==> config.mk <==
export PLATFORM = sky130hd
export DESIGN_NAME = lbc_led_ctrl
export DESIGN_NICKNAME = d
export VERILOG_FILES = /design/src/shared/lbc_pkg.sv /design/src/design/lbc_tick_div.sv /design/src/design/lbc_pwm.sv /design/src/design/lbc_led_ctrl.sv
export SDC_FILE = /design/constraint.sdc
export NUM_CORES = 1
export LEC_CHECK = 0
export BUFFER_PORTS_ARGS = -buffer_cell sky130_fd_sc_hd__buf_2
export CORE_MARGIN = 4
export CORE_UTILIZATION = 60
export DETAILED_ROUTE_END_ITERATION = 10
export HOLD_SLACK_MARGIN = 0.15
export PLACE_DENSITY = 0.84
export SETUP_SLACK_MARGIN = 0.05
export SYNTH_ARGS = -nofsm -noshare
export SYNTH_HDL_FRONTEND = slang
export SYNTH_SLANG_ARGS = --single-unit
==> constraint.sdc <==
create_clock -name ref_clk_in -period 55.4 [get_ports ref_clk_in]
set_input_delay 5.54 -clock ref_clk_in [delete_from_list [all_inputs] [get_ports ref_clk_in]]
set_output_delay 5.54 -clock ref_clk_in [all_outputs]
set_load 0.05 [all_outputs]
==> src/shared/lbc_pkg.sv <==
package lbc_pkg;

  // ----------------------------------------------------------------
  // Timing
  // ----------------------------------------------------------------
  localparam int unsigned CLK_HZ    = 40_000_000;
  localparam int unsigned LF_HZ     = 32_000;
  localparam int unsigned UPDATE_MS = 8;
  localparam int unsigned LF_DIV    = CLK_HZ / LF_HZ;
  localparam int unsigned UPD_LF    = (LF_HZ * UPDATE_MS) / 1000;
  localparam int unsigned PWM_STEPS = 15;

  // ----------------------------------------------------------------
  // Register offsets
  // ----------------------------------------------------------------
  localparam logic [3:0] OFS_SEL_LO   = 4'h0;
  localparam logic [3:0] OFS_SEL_MID  = 4'h1;
  localparam logic [3:0] OFS_SEL_HI   = 4'h2;
  localparam logic [3:0] OFS_FADE_ON  = 4'h3;
  localparam logic [3:0] OFS_FULL_ON  = 4'h4;
  localparam logic [3:0] OFS_FADE_OFF = 4'h5;
  localparam logic [3:0] OFS_OFF1     = 4'h6;
  localparam logic [3:0] OFS_OFF2     = 4'h7;
  localparam logic [3:0] OFS_PEAK     = 4'h8;
  localparam logic [3:0] OFS_MASTER   = 4'h9;
  localparam logic [3:0] OFS_INIT     = 4'hA;

  // ----------------------------------------------------------------
  // Reset values and field positions
  // ----------------------------------------------------------------
  localparam logic [7:0] DUR_RST    = 8'h44;
  localparam logic [7:0] PEAK_RST   = 8'hFF;
  localparam logic [7:0] MASTER_RST = 8'h0F;
  localparam logic [7:0] SEL_RST    = 8'h00;
  localparam int unsigned MST_SRC_LSB = 4;
  localparam int unsigned MST_ONE_LSB = 6;
  localparam int unsigned INIT_GO_A   = 3;
  localparam int unsigned INIT_GO_B   = 7;

  // Pin state codes {hi, mid, lo}
  localparam logic [2:0] SEL_FIX_A  = 3'h2;
  localparam logic [2:0] SEL_FIX_B  = 3'h3;
  localparam logic [2:0] SEL_FULL   = 3'h4;
  localparam logic [2:0] SEL_MASTER = 3'h5;
  localparam logic [2:0] SEL_BLK_A  = 3'h6;
  localparam logic [2:0] SEL_BLK_B  = 3'h7;

  // Two nibbles of a per-bank register
  typedef struct packed {
    logic [3:0] grp_b;
    logic [3:0] grp_a;
  } lbc_nib_s;

  // Regions of the intensity cycle, coded as the start code
  typedef enum logic [2:0] {
    RG_A1 = 3'b000, RG_B1 = 3'b001, RG_C1 = 3'b010, RG_D = 3'b011,
    RG_A2 = 3'b100, RG_B2 = 3'b101, RG_C2 = 3'b110, RG_E = 3'b111
  } lbc_region_e;

  // Duration code to count of 8 ms update steps
  function automatic logic [10:0] dur_steps(input logic [3:0] code);
    unique case (code)
      4'h0: dur_steps = 11'h000;
      4'h1: dur_steps = 11'h008;
      4'h2: dur_steps = 11'h010;
      4'h3: dur_steps = 11'h018;
      4'h4: dur_steps = 11'h020;
      4'h5: dur_steps = 11'h030;
      4'h6: dur_steps = 11'h040;
      4'h7: dur_steps = 11'h060;
      4'h8: dur_steps = 11'h080;
      4'h9: dur_steps = 11'h0C0;
      4'hA: dur_steps = 11'h100;
      4'hB: dur_steps = 11'h180;
      4'hC: dur_steps = 11'h200;
      4'hD: dur_steps = 11'h2D0;
      4'hE: dur_steps = 11'h3F8;
      4'hF: dur_steps = 11'h7F8;
    endcase
  endfunction : dur_steps

endpackage : lbc_pkg

==> src/design/lbc_tick_div.sv <==
`timescale 1ns/10ps
module lbc_tick_div #(
  parameter int unsigned DIV = 2
) (
  // Clock and reset
  input  wire logic ref_clk_in,
  input  wire logic srst_in,
  // Count enable and tick
  input  wire logic en_in,
  output logic      tick_out
);

  localparam int unsigned W = (DIV > 2) ? $clog2(DIV) : 1;

  logic [W-1:0] cnt_q;

  // Divide enabled cycles by DIV, one-cycle tick on wrap
  always_ff @(posedge ref_clk_in) begin
    if (srst_in) begin
      cnt_q    <= '0;
      tick_out <= 1'b0;
    end else if (en_in) begin
      tick_out <= (cnt_q == W'(DIV - 1));
      cnt_q    <= (cnt_q == W'(DIV - 1)) ? '0 : cnt_q + 1'b1;
    end else begin
      tick_out <= 1'b0;
    end
  end

endmodule : lbc_tick_div

==> src/design/lbc_pwm.sv <==
`timescale 1ns/10ps
module lbc_pwm #(
  parameter int unsigned CH = 7
) (
  // Clock and reset
  input  wire logic                ref_clk_in,
  input  wire logic                srst_in,
  // Levels and pin enables
  input  wire logic [CH-1:0][3:0]  level_in,
  output logic      [CH-1:0]       oe_out
);

  logic [3:0] phase_q;

  // Shared phase 0..14, so code n drives n of 15 slots
  always_ff @(posedge ref_clk_in) begin
    if (srst_in) begin
      phase_q <= 4'h0;
    end else begin
      phase_q <= (phase_q == 4'(lbc_pkg::PWM_STEPS - 1)) ? 4'h0 : phase_q + 4'h1;
    end
  end

  // Per-pin compare, registered drive enable
  for (genvar i = 0; i < CH; i++) begin : g_ch
    always_ff @(posedge ref_clk_in) begin
      if (srst_in) begin
        oe_out[i] <= 1'b0;
      end else begin
        oe_out[i] <= (level_in[i] > phase_q);
      end
    end
  end

endmodule : lbc_pwm

==> src/design/lbc_led_ctrl.sv <==
// Behaviour
// - Off regions D and E hold zero intensity
// - Bits 7-4 group_b, 3-0 group_a codes
// - Peak nibble is fully-on region duty
// - Peak nibble sets fixed-peak on brightness
// - Intensity recomputed every 8 ms
// - Brightness code n gives n/15 duty
// - Mode register bits 3-0 master level
// - Bits 4/5 choose master or bank peak
// - Bits 6/7 choose continuous or one-shot
// - Init bits 2-0 start, bit 3 go group_a
// - Init bits 6-4 start, bit 7 go group_b
// - Start code maps to regions A1..E
// - Init write restarts banks at region start
// - One-shot holds level at region end
// - Stopped outputs detach, peak or off
// - Stop rewrites upper select register bits
// - Generator keeps running after one-shot
// - Duration codes decode to documented milliseconds
// - Cycle is two pulses, two off periods
`timescale 1ns/10ps
module lbc_led_ctrl #(
  parameter int unsigned LF_DIV  = lbc_pkg::LF_DIV,
  parameter int unsigned UPD_DIV = lbc_pkg::UPD_LF,
  parameter int unsigned PINS    = 7
) (
  // Clock and reset
  input  wire logic            ref_clk_in,
  input  wire logic            srst_in,
  // Byte register port
  input  wire logic            reg_wr_in,
  input  wire logic            reg_rd_in,
  input  wire logic [3:0]      reg_addr_in,
  input  wire logic [7:0]      reg_wdata_in,
  output logic      [7:0]      reg_rdata_out,
  // Open-drain LED pins
  input  wire logic [PINS-1:0] led_pin_in,
  output logic      [PINS-1:0] led_pin_out,
  output logic      [PINS-1:0] led_pin_oe_out
);

  // ----------------------------------------------------------------
  // Declarations
  // ----------------------------------------------------------------
  lbc_pkg::lbc_nib_s   fade_on_q, full_on_q, fade_off_q, off1_q, off2_q, peak_q;
  logic [7:0]          master_q;
  logic [7:0]          sel_lo_q, sel_mid_q, sel_hi_q;
  logic                lf_tick, upd_tick;
  lbc_pkg::lbc_region_e region_q [2];
  logic [10:0]         cnt_q [2];
  logic [3:0]          level_q [2];
  logic                armed_q [2];
  logic [10:0]         len_w [2];
  logic [3:0]          pk_w [2];
  logic [3:0]          ramp_w [2];
  logic [1:0]          init_go, region_end, stop_w, final_on;
  logic [PINS-1:0][3:0] pin_lvl_d, pin_lvl_q;
  logic [PINS-1:0]     pin_seen_q;

  // Pick one bank's nibble
  function automatic logic [3:0] nib_of(input lbc_pkg::lbc_nib_s v, input int g);
    nib_of = (g == 0) ? v.grp_a : v.grp_b;
  endfunction : nib_of

  // Linear ramp peak*cnt/len, zero for an empty region
  function automatic logic [3:0] ramp(input logic [3:0] pk, input logic [10:0] cnt,
                                      input logic [10:0] len);
    logic [14:0] prod;
    prod = 15'({11'h000, pk} * {4'h0, cnt});
    ramp = (len == 11'h000) ? 4'h0 : 4'(prod / {4'h0, len});
  endfunction : ramp

  // ----------------------------------------------------------------
  // Time base
  // ----------------------------------------------------------------
  // Low-frequency tick, then the 8 ms update tick from it
  lbc_tick_div #(.DIV(LF_DIV)) u_lf_div (
    .ref_clk_in (ref_clk_in),
    .srst_in    (srst_in),
    .en_in      (1'b1),
    .tick_out   (lf_tick)
  );

  lbc_tick_div #(.DIV(UPD_DIV)) u_upd_div (
    .ref_clk_in (ref_clk_in),
    .srst_in    (srst_in),
    .en_in      (lf_tick),
    .tick_out   (upd_tick)
  );

  // ----------------------------------------------------------------
  // Register file
  // ----------------------------------------------------------------
  // Timing, peak and master registers
  always_ff @(posedge ref_clk_in) begin
    if (srst_in) begin
      fade_on_q  <= lbc_pkg::DUR_RST;
      full_on_q  <= lbc_pkg::DUR_RST;
      fade_off_q <= lbc_pkg::DUR_RST;
      off1_q     <= lbc_pkg::DUR_RST;
      off2_q     <= lbc_pkg::DUR_RST;
      peak_q     <= lbc_pkg::PEAK_RST;
      master_q   <= lbc_pkg::MASTER_RST;
    end else if (reg_wr_in) begin
      unique case (reg_addr_in)
        lbc_pkg::OFS_FADE_ON:  fade_on_q  <= reg_wdata_in;
        lbc_pkg::OFS_FULL_ON:  full_on_q  <= reg_wdata_in;
        lbc_pkg::OFS_FADE_OFF: fade_off_q <= reg_wdata_in;
        lbc_pkg::OFS_OFF1:     off1_q     <= reg_wdata_in;
        lbc_pkg::OFS_OFF2:     off2_q     <= reg_wdata_in;
        lbc_pkg::OFS_PEAK:     peak_q     <= reg_wdata_in;
        lbc_pkg::OFS_MASTER:   master_q   <= reg_wdata_in;
        default: ;
      endcase
    end
  end

  // Select registers; a one-shot stop overrides a same-cycle write
  always_ff @(posedge ref_clk_in) begin
    if (srst_in) begin
      sel_lo_q  <= lbc_pkg::SEL_RST;
      sel_mid_q <= lbc_pkg::SEL_RST;
      sel_hi_q  <= lbc_pkg::SEL_RST;
    end else begin
      if (reg_wr_in && reg_addr_in == lbc_pkg::OFS_SEL_LO) begin
        sel_lo_q <= reg_wdata_in;
      end
      if (reg_wr_in && reg_addr_in == lbc_pkg::OFS_SEL_MID) begin
        sel_mid_q <= reg_wdata_in;
      end
      if (reg_wr_in && reg_addr_in == lbc_pkg::OFS_SEL_HI) begin
        sel_hi_q <= reg_wdata_in;
      end
      for (int i = 0; i < PINS; i++) begin
        for (int g = 0; g < 2; g++) begin
          if (stop_w[g] && sel_hi_q[i] && sel_mid_q[i] && (sel_lo_q[i] == g[0])) begin
            sel_hi_q[i]  <= 1'b0;
            sel_mid_q[i] <= final_on[g];
          end
        end
      end
    end
  end

  // Read data; write-only and unmapped offsets read zero
  always_ff @(posedge ref_clk_in) begin
    if (srst_in) begin
      reg_rdata_out <= 8'h00;
    end else if (reg_rd_in) begin
      unique case (reg_addr_in)
        lbc_pkg::OFS_SEL_LO:   reg_rdata_out <= sel_lo_q;
        lbc_pkg::OFS_SEL_MID:  reg_rdata_out <= sel_mid_q;
        lbc_pkg::OFS_SEL_HI:   reg_rdata_out <= sel_hi_q;
        lbc_pkg::OFS_FADE_ON:  reg_rdata_out <= fade_on_q;
        lbc_pkg::OFS_FULL_ON:  reg_rdata_out <= full_on_q;
        lbc_pkg::OFS_FADE_OFF: reg_rdata_out <= fade_off_q;
        lbc_pkg::OFS_OFF1:     reg_rdata_out <= off1_q;
        lbc_pkg::OFS_OFF2:     reg_rdata_out <= off2_q;
        lbc_pkg::OFS_PEAK:     reg_rdata_out <= peak_q;
        lbc_pkg::OFS_MASTER:   reg_rdata_out <= master_q;
        default:               reg_rdata_out <= 8'h00;
      endcase
    end
  end

  // ----------------------------------------------------------------
  // Pattern generators
  // ----------------------------------------------------------------
  assign init_go[0] = reg_wr_in && (reg_addr_in == lbc_pkg::OFS_INIT)
                      && reg_wdata_in[lbc_pkg::INIT_GO_A];
  assign init_go[1] = reg_wr_in && (reg_addr_in == lbc_pkg::OFS_INIT)
                      && reg_wdata_in[lbc_pkg::INIT_GO_B];

  for (genvar g = 0; g < 2; g++) begin : g_bank
    // Region length, peak source and ramp value
    always_comb begin
      unique case (region_q[g])
        lbc_pkg::RG_A1, lbc_pkg::RG_A2: len_w[g] = lbc_pkg::dur_steps(nib_of(fade_on_q, g));
        lbc_pkg::RG_B1, lbc_pkg::RG_B2: len_w[g] = lbc_pkg::dur_steps(nib_of(full_on_q, g));
        lbc_pkg::RG_C1, lbc_pkg::RG_C2: len_w[g] = lbc_pkg::dur_steps(nib_of(fade_off_q, g));
        lbc_pkg::RG_D:  len_w[g] = lbc_pkg::dur_steps(nib_of(off1_q, g));
        lbc_pkg::RG_E:  len_w[g] = lbc_pkg::dur_steps(nib_of(off2_q, g));
      endcase
      pk_w[g]   = master_q[lbc_pkg::MST_SRC_LSB + g] ? master_q[3:0]
                                                     : nib_of(peak_q, g);
      ramp_w[g] = ramp(pk_w[g], cnt_q[g], len_w[g]);
    end

    assign region_end[g] = ({1'b0, cnt_q[g]} + 12'h001) >= {1'b0, len_w[g]};
    assign stop_w[g]     = upd_tick && region_end[g] && armed_q[g] && !init_go[g];
    assign final_on[g]   = (region_q[g] == lbc_pkg::RG_A1) || (region_q[g] == lbc_pkg::RG_B1)
                        || (region_q[g] == lbc_pkg::RG_A2) || (region_q[g] == lbc_pkg::RG_B2);

    // Region sequencer; keeps cycling after a one-shot stop
    always_ff @(posedge ref_clk_in) begin
      if (srst_in) begin
        region_q[g] <= lbc_pkg::RG_A1;
        cnt_q[g]    <= 11'h000;
        armed_q[g]  <= 1'b0;
      end else if (init_go[g]) begin
        region_q[g] <= lbc_pkg::lbc_region_e'(reg_wdata_in[4*g +: 3]);
        cnt_q[g]    <= 11'h000;
        armed_q[g]  <= master_q[lbc_pkg::MST_ONE_LSB + g];
      end else if (upd_tick) begin
        if (region_end[g]) begin
          region_q[g] <= lbc_pkg::lbc_region_e'(region_q[g] + 3'h1);
          cnt_q[g]    <= 11'h000;
          if (stop_w[g]) begin
            armed_q[g] <= 1'b0;
          end
        end else begin
          cnt_q[g] <= cnt_q[g] + 11'h001;
        end
      end
    end

    // Bank intensity, refreshed on the update tick
    always_ff @(posedge ref_clk_in) begin
      if (srst_in) begin
        level_q[g] <= 4'h0;
      end else if (upd_tick) begin
        unique case (region_q[g])
          lbc_pkg::RG_A1, lbc_pkg::RG_A2: level_q[g] <= ramp_w[g];
          lbc_pkg::RG_B1, lbc_pkg::RG_B2: level_q[g] <= pk_w[g];
          lbc_pkg::RG_C1, lbc_pkg::RG_C2: level_q[g] <= pk_w[g] - ramp_w[g];
          lbc_pkg::RG_D, lbc_pkg::RG_E:   level_q[g] <= 4'h0;
        endcase
      end
    end
  end

  // ----------------------------------------------------------------
  // Pin levels and drive
  // ----------------------------------------------------------------
  // Per-pin brightness from its state code
  always_comb begin
    for (int i = 0; i < PINS; i++) begin
      unique case ({sel_hi_q[i], sel_mid_q[i], sel_lo_q[i]})
        lbc_pkg::SEL_FIX_A:  pin_lvl_d[i] = pk_w[0];
        lbc_pkg::SEL_FIX_B:  pin_lvl_d[i] = pk_w[1];
        lbc_pkg::SEL_FULL:   pin_lvl_d[i] = 4'hF;
        lbc_pkg::SEL_MASTER: pin_lvl_d[i] = master_q[3:0];
        lbc_pkg::SEL_BLK_A:  pin_lvl_d[i] = level_q[0];
        lbc_pkg::SEL_BLK_B:  pin_lvl_d[i] = level_q[1];
        default:             pin_lvl_d[i] = 4'h0;
      endcase
    end
  end

  // Latch pin levels on the update tick
  always_ff @(posedge ref_clk_in) begin
    if (srst_in) begin
      pin_lvl_q <= '0;
    end else if (upd_tick) begin
      pin_lvl_q <= pin_lvl_d;
    end
  end

  // Pin level as seen, and a constant low drive value
  always_ff @(posedge ref_clk_in) begin
    if (srst_in) begin
      pin_seen_q  <= '0;
      led_pin_out <= '0;
    end else begin
      pin_seen_q  <= led_pin_in;
      led_pin_out <= '0;
    end
  end

  lbc_pwm #(.CH(PINS)) u_pwm (
    .ref_clk_in (ref_clk_in),
    .srst_in    (srst_in),
    .level_in   (pin_lvl_q),
    .oe_out     (led_pin_oe_out)
  );
endmodule : lbc_led_ctrl

# Word level (Yosys, flattened, before mapping)
# Memories as Yosys holds them, arrays and structs flattened. A register that Yosys moved wholly into a read port is not among the register bits.
# Index checks and enable logic that the tools add are counted.
dict set report op_classes {
  n_addsub 11
  n_mul 2
  div_mod_pow 2
  n_lt_le_gt_ge 9
  eq_ne 69
  shifts 0
  n_mux 144
  n_bitwise 30
  reduce_logical 99
}
# op n
set ops {}
lappend ops {{4-bit case mux with 6 select lines} 7}
lappend ops {{4-bit two-way mux} 32}
lappend ops {{11-bit case mux with 5 select lines} 2}
lappend ops {{3-bit == test, second input constant} 36}
lappend ops {{1-bit two-way mux} 90}
lappend ops {{8-bit case mux with 10 select lines} 1}
lappend ops {{11-bit two-way mux} 6}
lappend ops {{3-bit by 2-bit == test with 1-bit output, second input constant} 18}
lappend ops {{1-bit logical AND} 54}
lappend ops {{11-bit by 1-bit adder with 11-bit output, second input constant} 3}
lappend ops {{15-bit by 11-bit divider with 15-bit output} 2}
lappend ops {{4-bit by 11-bit multiplier with 15-bit output} 2}
lappend ops {{4-bit > comparator} 7}
lappend ops {{11-bit by 1-bit adder with 12-bit output, second input constant} 2}
lappend ops {{12-bit by 11-bit >= comparator with 1-bit output} 2}
lappend ops {{11-bit zero test} 2}
lappend ops {{1-bit OR} 22}
lappend ops {{2-bit OR reduction} 11}
lappend ops {{3-bit nonzero test} 7}
lappend ops {{3-bit OR reduction} 7}
lappend ops {{4-bit by 3-bit == test with 1-bit output, second input constant} 4}
lappend ops {{4-bit == test, second input constant} 4}
lappend ops {{2-bit AND reduction} 7}
lappend ops {{3-bit two-way mux} 4}
lappend ops {{other kinds (16)} 34}
dict set report totals {
  regBits 148
  latch_bits 0
  mem_bits_rw 38
  mem_bits_ro 1280
  output_inout_bits 22
  elab_cells 430
  n_memories 14
}
# memory depth width rd rd_clocked_by_memory_dff wr line_no
set mem_list {}
lappend mem_list {{(name not given)} 16 8 1 1 0 lbc_pkg.sv:62} ;# unique case (code)
lappend mem_list {{(name not given)} 16 8 1 1 0 lbc_pkg.sv:62}
lappend mem_list {{(name not given)} 16 8 1 1 0 lbc_pkg.sv:62}
lappend mem_list {{(name not given)} 16 8 1 1 0 lbc_pkg.sv:62}
lappend mem_list {{(name not given)} 16 8 1 1 0 lbc_pkg.sv:62}
lappend mem_list {{(name not given)} 16 8 1 1 0 lbc_pkg.sv:62}
lappend mem_list {{8 more memories} n/a n/a n/a n/a n/a n/a}

# Logic depth before layout (Yosys ltp)
# An unclocked memory read counts as a cell.
dict set report depth {
  depth_word 15
  ltp_mapped 126
}

# By module
# Synthesis repeated with hierarchy kept, for this count alone.
dict set report unflattened {
  cells_unflattened 2874
  hier_area_um2 23571.4
}
# module n_inst cells_each area_per_inst_um2 seq_area_each_um2
set modules_own_cells {}
lappend modules_own_cells {lbc_led_ctrl 1 2672 21633.2 5064.9}
lappend modules_own_cells {lbc_pwm 1 98 937.1 220.2}
lappend modules_own_cells {{lbc_tick_div at u_lf_div} 1 60 585.6 240.2}
lappend modules_own_cells {{lbc_tick_div at u_upd_div} 1 44 415.4 180.2}

# Worst setup path after synthesis
# OpenSTA, ideal clock, no wires.
dict set report synth_timing {
  path_kind {register -> register}
  start {register master_q[4]}
  end {memory level_q[0][2], data pin}
  setup_ns 0.180
  arrival_ns 25.100
  required_time_ns 55.220
  setup_slack_ns 30.119
  path_stages_with_launch 114
  period_less_slack_ns 25.281
  cell_sequence {dfxtp_1 clkbuf_1 mux2i_1 clkinv_1 clkbuf_1 and2_1 fa_1 fa_1 fa_1 a21o_1 a221oi_1 nand2_1 a221o_1 or2_2 ha_1 a31oi_1 ha_1 or3_1 (+78 left out) buf_6 mux2_4 ha_1 o21a_1 o21a_1 o21a_1 o21a_1 o21a_1 o21a_1 o21ai_0 nand2b_1 a211oi_1 o311ai_1 o31a_1 ha_1 fa_1 xor2_1 a221oi_1}
}
# item line_no
set synth_lines {}
lappend synth_lines {{from (decl)} lbc_led_ctrl.sv:46} ;# logic [7:0] master_q;
lappend synth_lines {{from (signal assigned)} lbc_led_ctrl.sv:103} ;# master_q <= lbc_pkg::MASTER_RST;
lappend synth_lines {{from (signal assigned)} lbc_led_ctrl.sv:112} ;# lbc_pkg::OFS_MASTER: master_q <= reg_wdata_in;
lappend synth_lines {{to (decl)} lbc_led_ctrl.sv:51} ;# logic [3:0] level_q [2];

==> flow_metrics.py <==
metrics = {
    "sta": {
        "worst_pin_slew_ns": 1.16,
        "max-slew-margin-rel_pct": 22.5,
        "grt_setup_unrepaired": "false",
        "setup_violations": 0,
        "clock_skew_ns": 0.0102,
        "tns_ns": 0,
        "min_period_ns": 30.35,
        "finalCritPeriodShare_pct": 54.8,
        "fmax_ghz": 0.0330,
        "hold_viol_final": 0,
        "slew_viol_final": 0,
    },
    "clock_network": {
        "cts_resized": 0,
        "root_buffer": "clkbuf_16",
        "cts_num_sinks": 266,
        "clk_pin_slew_ns": 0.06,
        "numCtsBuffers": 27,
        "cts_max_path_buffers": 3,
        "post_cts_buffers": 0,
        "clk_latency_ns": 0.54,
        "postCtsHoldBufs": 0,
        "cts_tree": "built",
        "h-tree-depth": 1,
    },
    "routing": {
        "drt-pass1-iter-count": 6,
        "drt-vias-per-instance": 6.47,
        "routed_wl_um": 62900,
        "dr.first_iter.drc_count": 2463,
        "ant_nets": 0,
        "dr_total_vias": 21700,
        "drc": 0,
        "wl_per_cell_um": 18.7,
    },
    "setup_path": {
        "critPathLaunchType": "flip-flop",
        "required_ns": 55.71,
        "cpMaxStageDelayCell": "clkinv_1",
        "critPathArrivalTime_ns": 30.65,
        "crit_type": "flip-flop to flip-flop",
        "end_kind": "flip-flop",
        "slowest_delay_ns": 0.80,
        "crit_top_cell": "o21a_1",
        "cp_max_fo": 18,
    },
    "synth": {
        "netlist_area_um2": 23500,
        "netlist_instances": 2888,
        "avgSynthCellArea_um2": 8.14,
        "ys_seq_elements": 266,
        "synthAdderAreaFrac_pct": 16.4,
        "synth-simple-area-share_pct": 22.3,
        "yosysWarnings": 0,
        "ys.flop_type": "dfxtp_1",
        "synth-xor-area-share_pct": 3.17,
        "synth_mux_area_share_pct": 6.72,
        "yosysUniqueCellTypes": 108,
        "synth_edf_count": 38,
        "synth-compound-area-share_pct": 22.0,
        "async_flop_share_pct": 0,
        "synth_top_family_by_area": "simple AND/OR/NAND/NOR gates",
        "ys_seq_area_share_pct": 24.3,
    },
    "layout": {
        "final_cells": 3358,
        "drive_above_1_share_pct": 7.82,
        "fillers": 3207,
        "nNetsFinal": 3128,
        "final_common_cell": "nor2_1",
        "areaGrowthSynthToFinish_pct": 5.23,
        "postLayoutCellArea_um2": 24700,
        "mostFrequentLayoutCells": "276 x nor2_1, 247 x nand2_1, 247 x ha_1, 228 x dfxtp_1, 156 x inv_1",
    },
    "job": {
        "maxCapViolCount": 0,
    },
    "min_path": {
        "min_path_type": "flip-flop to flip-flop",
    },
    "floorplanning": {
        "coreArea_um2": 38600,
        "dieHeight_um": 206,
        "fp-row-count": 72,
        "ios": 45,
        "die_area_um2": 42400,
        "initial_core_util_pct": 60.8,
        "dieWidth_um": 206,
    },
    "status": {
        "outcome": "finished clean",
    },
    "placed_design": {
        "dp.cells": 3309,
        "port-buffer-count": 30,
        "dpl-instance-area_um2": 23800,
        "place.gp.congestion": 0.931,
        "dp_hpwl_um": 46600,
    },
    "global_route": {
        "grt_use_total_pct": 28.7,
        "antenna_found_initial": 1,
        "grt_pass1_vias": 21200,
        "busiest_layer": "met2",
        "use_met1_pct": 38.1,
        "use_met3_pct": 3.69,
        "grt-ovfl-total": 0,
        "met2_usage_pct": 48.1,
        "grt_max_degree": 70,
        "grt_pass1_wl_um": 103000,
    },
}
## worst max-delay path, delay by kind of cell (launching register included)
kind                     cells  cell delay (ns)
flip-flops                   1             0.54
buffers and inverters        3             0.92
AO/OA/AOI/OAI               61            14.50
AND/OR/NAND/NOR             23             6.16
adder cells (fa/ha/maj)     16             5.53
XOR/XNOR                     2             0.28
multiplexers                 5             2.17
## final timing paths
kind,start,endpoint,slack [ns],depth (start not counted)
worst min-delay path,sel_lo_q[7],sel_lo_q[7],0.46,2
worst min register to register,sel_lo_q[7],sel_lo_q[7],0.46,2
worst max-delay path,master_q[4],level_q[0][3],25.05,110
worst max register to register,master_q[4],level_q[0][3],25.05,110
## routing by layer
layer | wire length, um | vias up
met1 | 26500 | 10300
met4 | 2320 | 0
met2 | 29100 | 964
met5 | 0 | -
met3 | 5020 | 176
li1 | - | 10300
## final cells by class
type                    instances  area [um^2]  area share [%]
clock buffers                  38          808            3.27
multi-input cells            2323        16600            67.2
inverters                     160          601            2.43
flip-flops and latches        266         5710            23.1
well taps                     518          648            2.62
clock inverters                10          106           0.430
repair buffers                 42          243           0.981
diodes                          1         2.50          0.0101
## Yosys cell counts (all sizes together) (29+ instances only)
| library cell | count | share of area (%) |
|---|---|---|
| and2 | 75 | 2.0 |
| nor3 | 106 | 2.3 |
| inv | 157 | 2.5 |
| nand3 | 84 | 1.8 |
| ha | 247 | 13 |
| xnor2 | 56 | 2.1 |
| a22oi | 51 | 1.6 |
| o21a | 74 | 2.4 |
| nand2 | 248 | 4.0 |
| edfxtp | 38 | 4.9 |
| clkbuf | 118 | 1.9 |
| o21ai | 142 | 3.1 |
| mux2 | 48 | 2.4 |
| o22ai | 33 | 0.96 |
| fa | 38 | 3.2 |
| a21oi | 152 | 3.2 |
| nor2b | 58 | 1.5 |
| nor2 | 283 | 4.7 |
| xor2 | 29 | 1.1 |
| nand2b | 42 | 1.1 |
| or2 | 40 | 1.1 |
| dfxtp | 228 | 19 |
| mux2i | 85 | 3.6 |
| a21o | 50 | 1.6 |
## through the flow
| step | hold WS [ns] | utilization [%] | setup slack, ns |
|---|---|---|---|
| final | 0.457 | 64.0 | 25.05 |
| after global routing | 0.476 | 64.0 | 23.46 |
| after CTS | 0.454 | 64.0 | 25.67 |
| after detailed placement | 0.445 | 61.6 | 25.90 |
| after global placement | 0.442 | 61.6 | 27.00 |
| after floorplan | 0.432 | - | 30.12 |
## kinds of logic (layout without fill, tap and decap cells)
group,Yosys count,after routing
other,1,8
XOR/XNOR,85,85
AO/OA/AOI/OAI,749,749
buffers and inverters,305,250
adder cells (fa/ha/maj),285,285
flip-flops,266,266
AND/OR/NAND/NOR,1057,1057
multiplexers,140,140
Power is left out: the tool's default activity adds up to more than one toggle a clock period on the data nets, which glitch-free logic cannot reach.
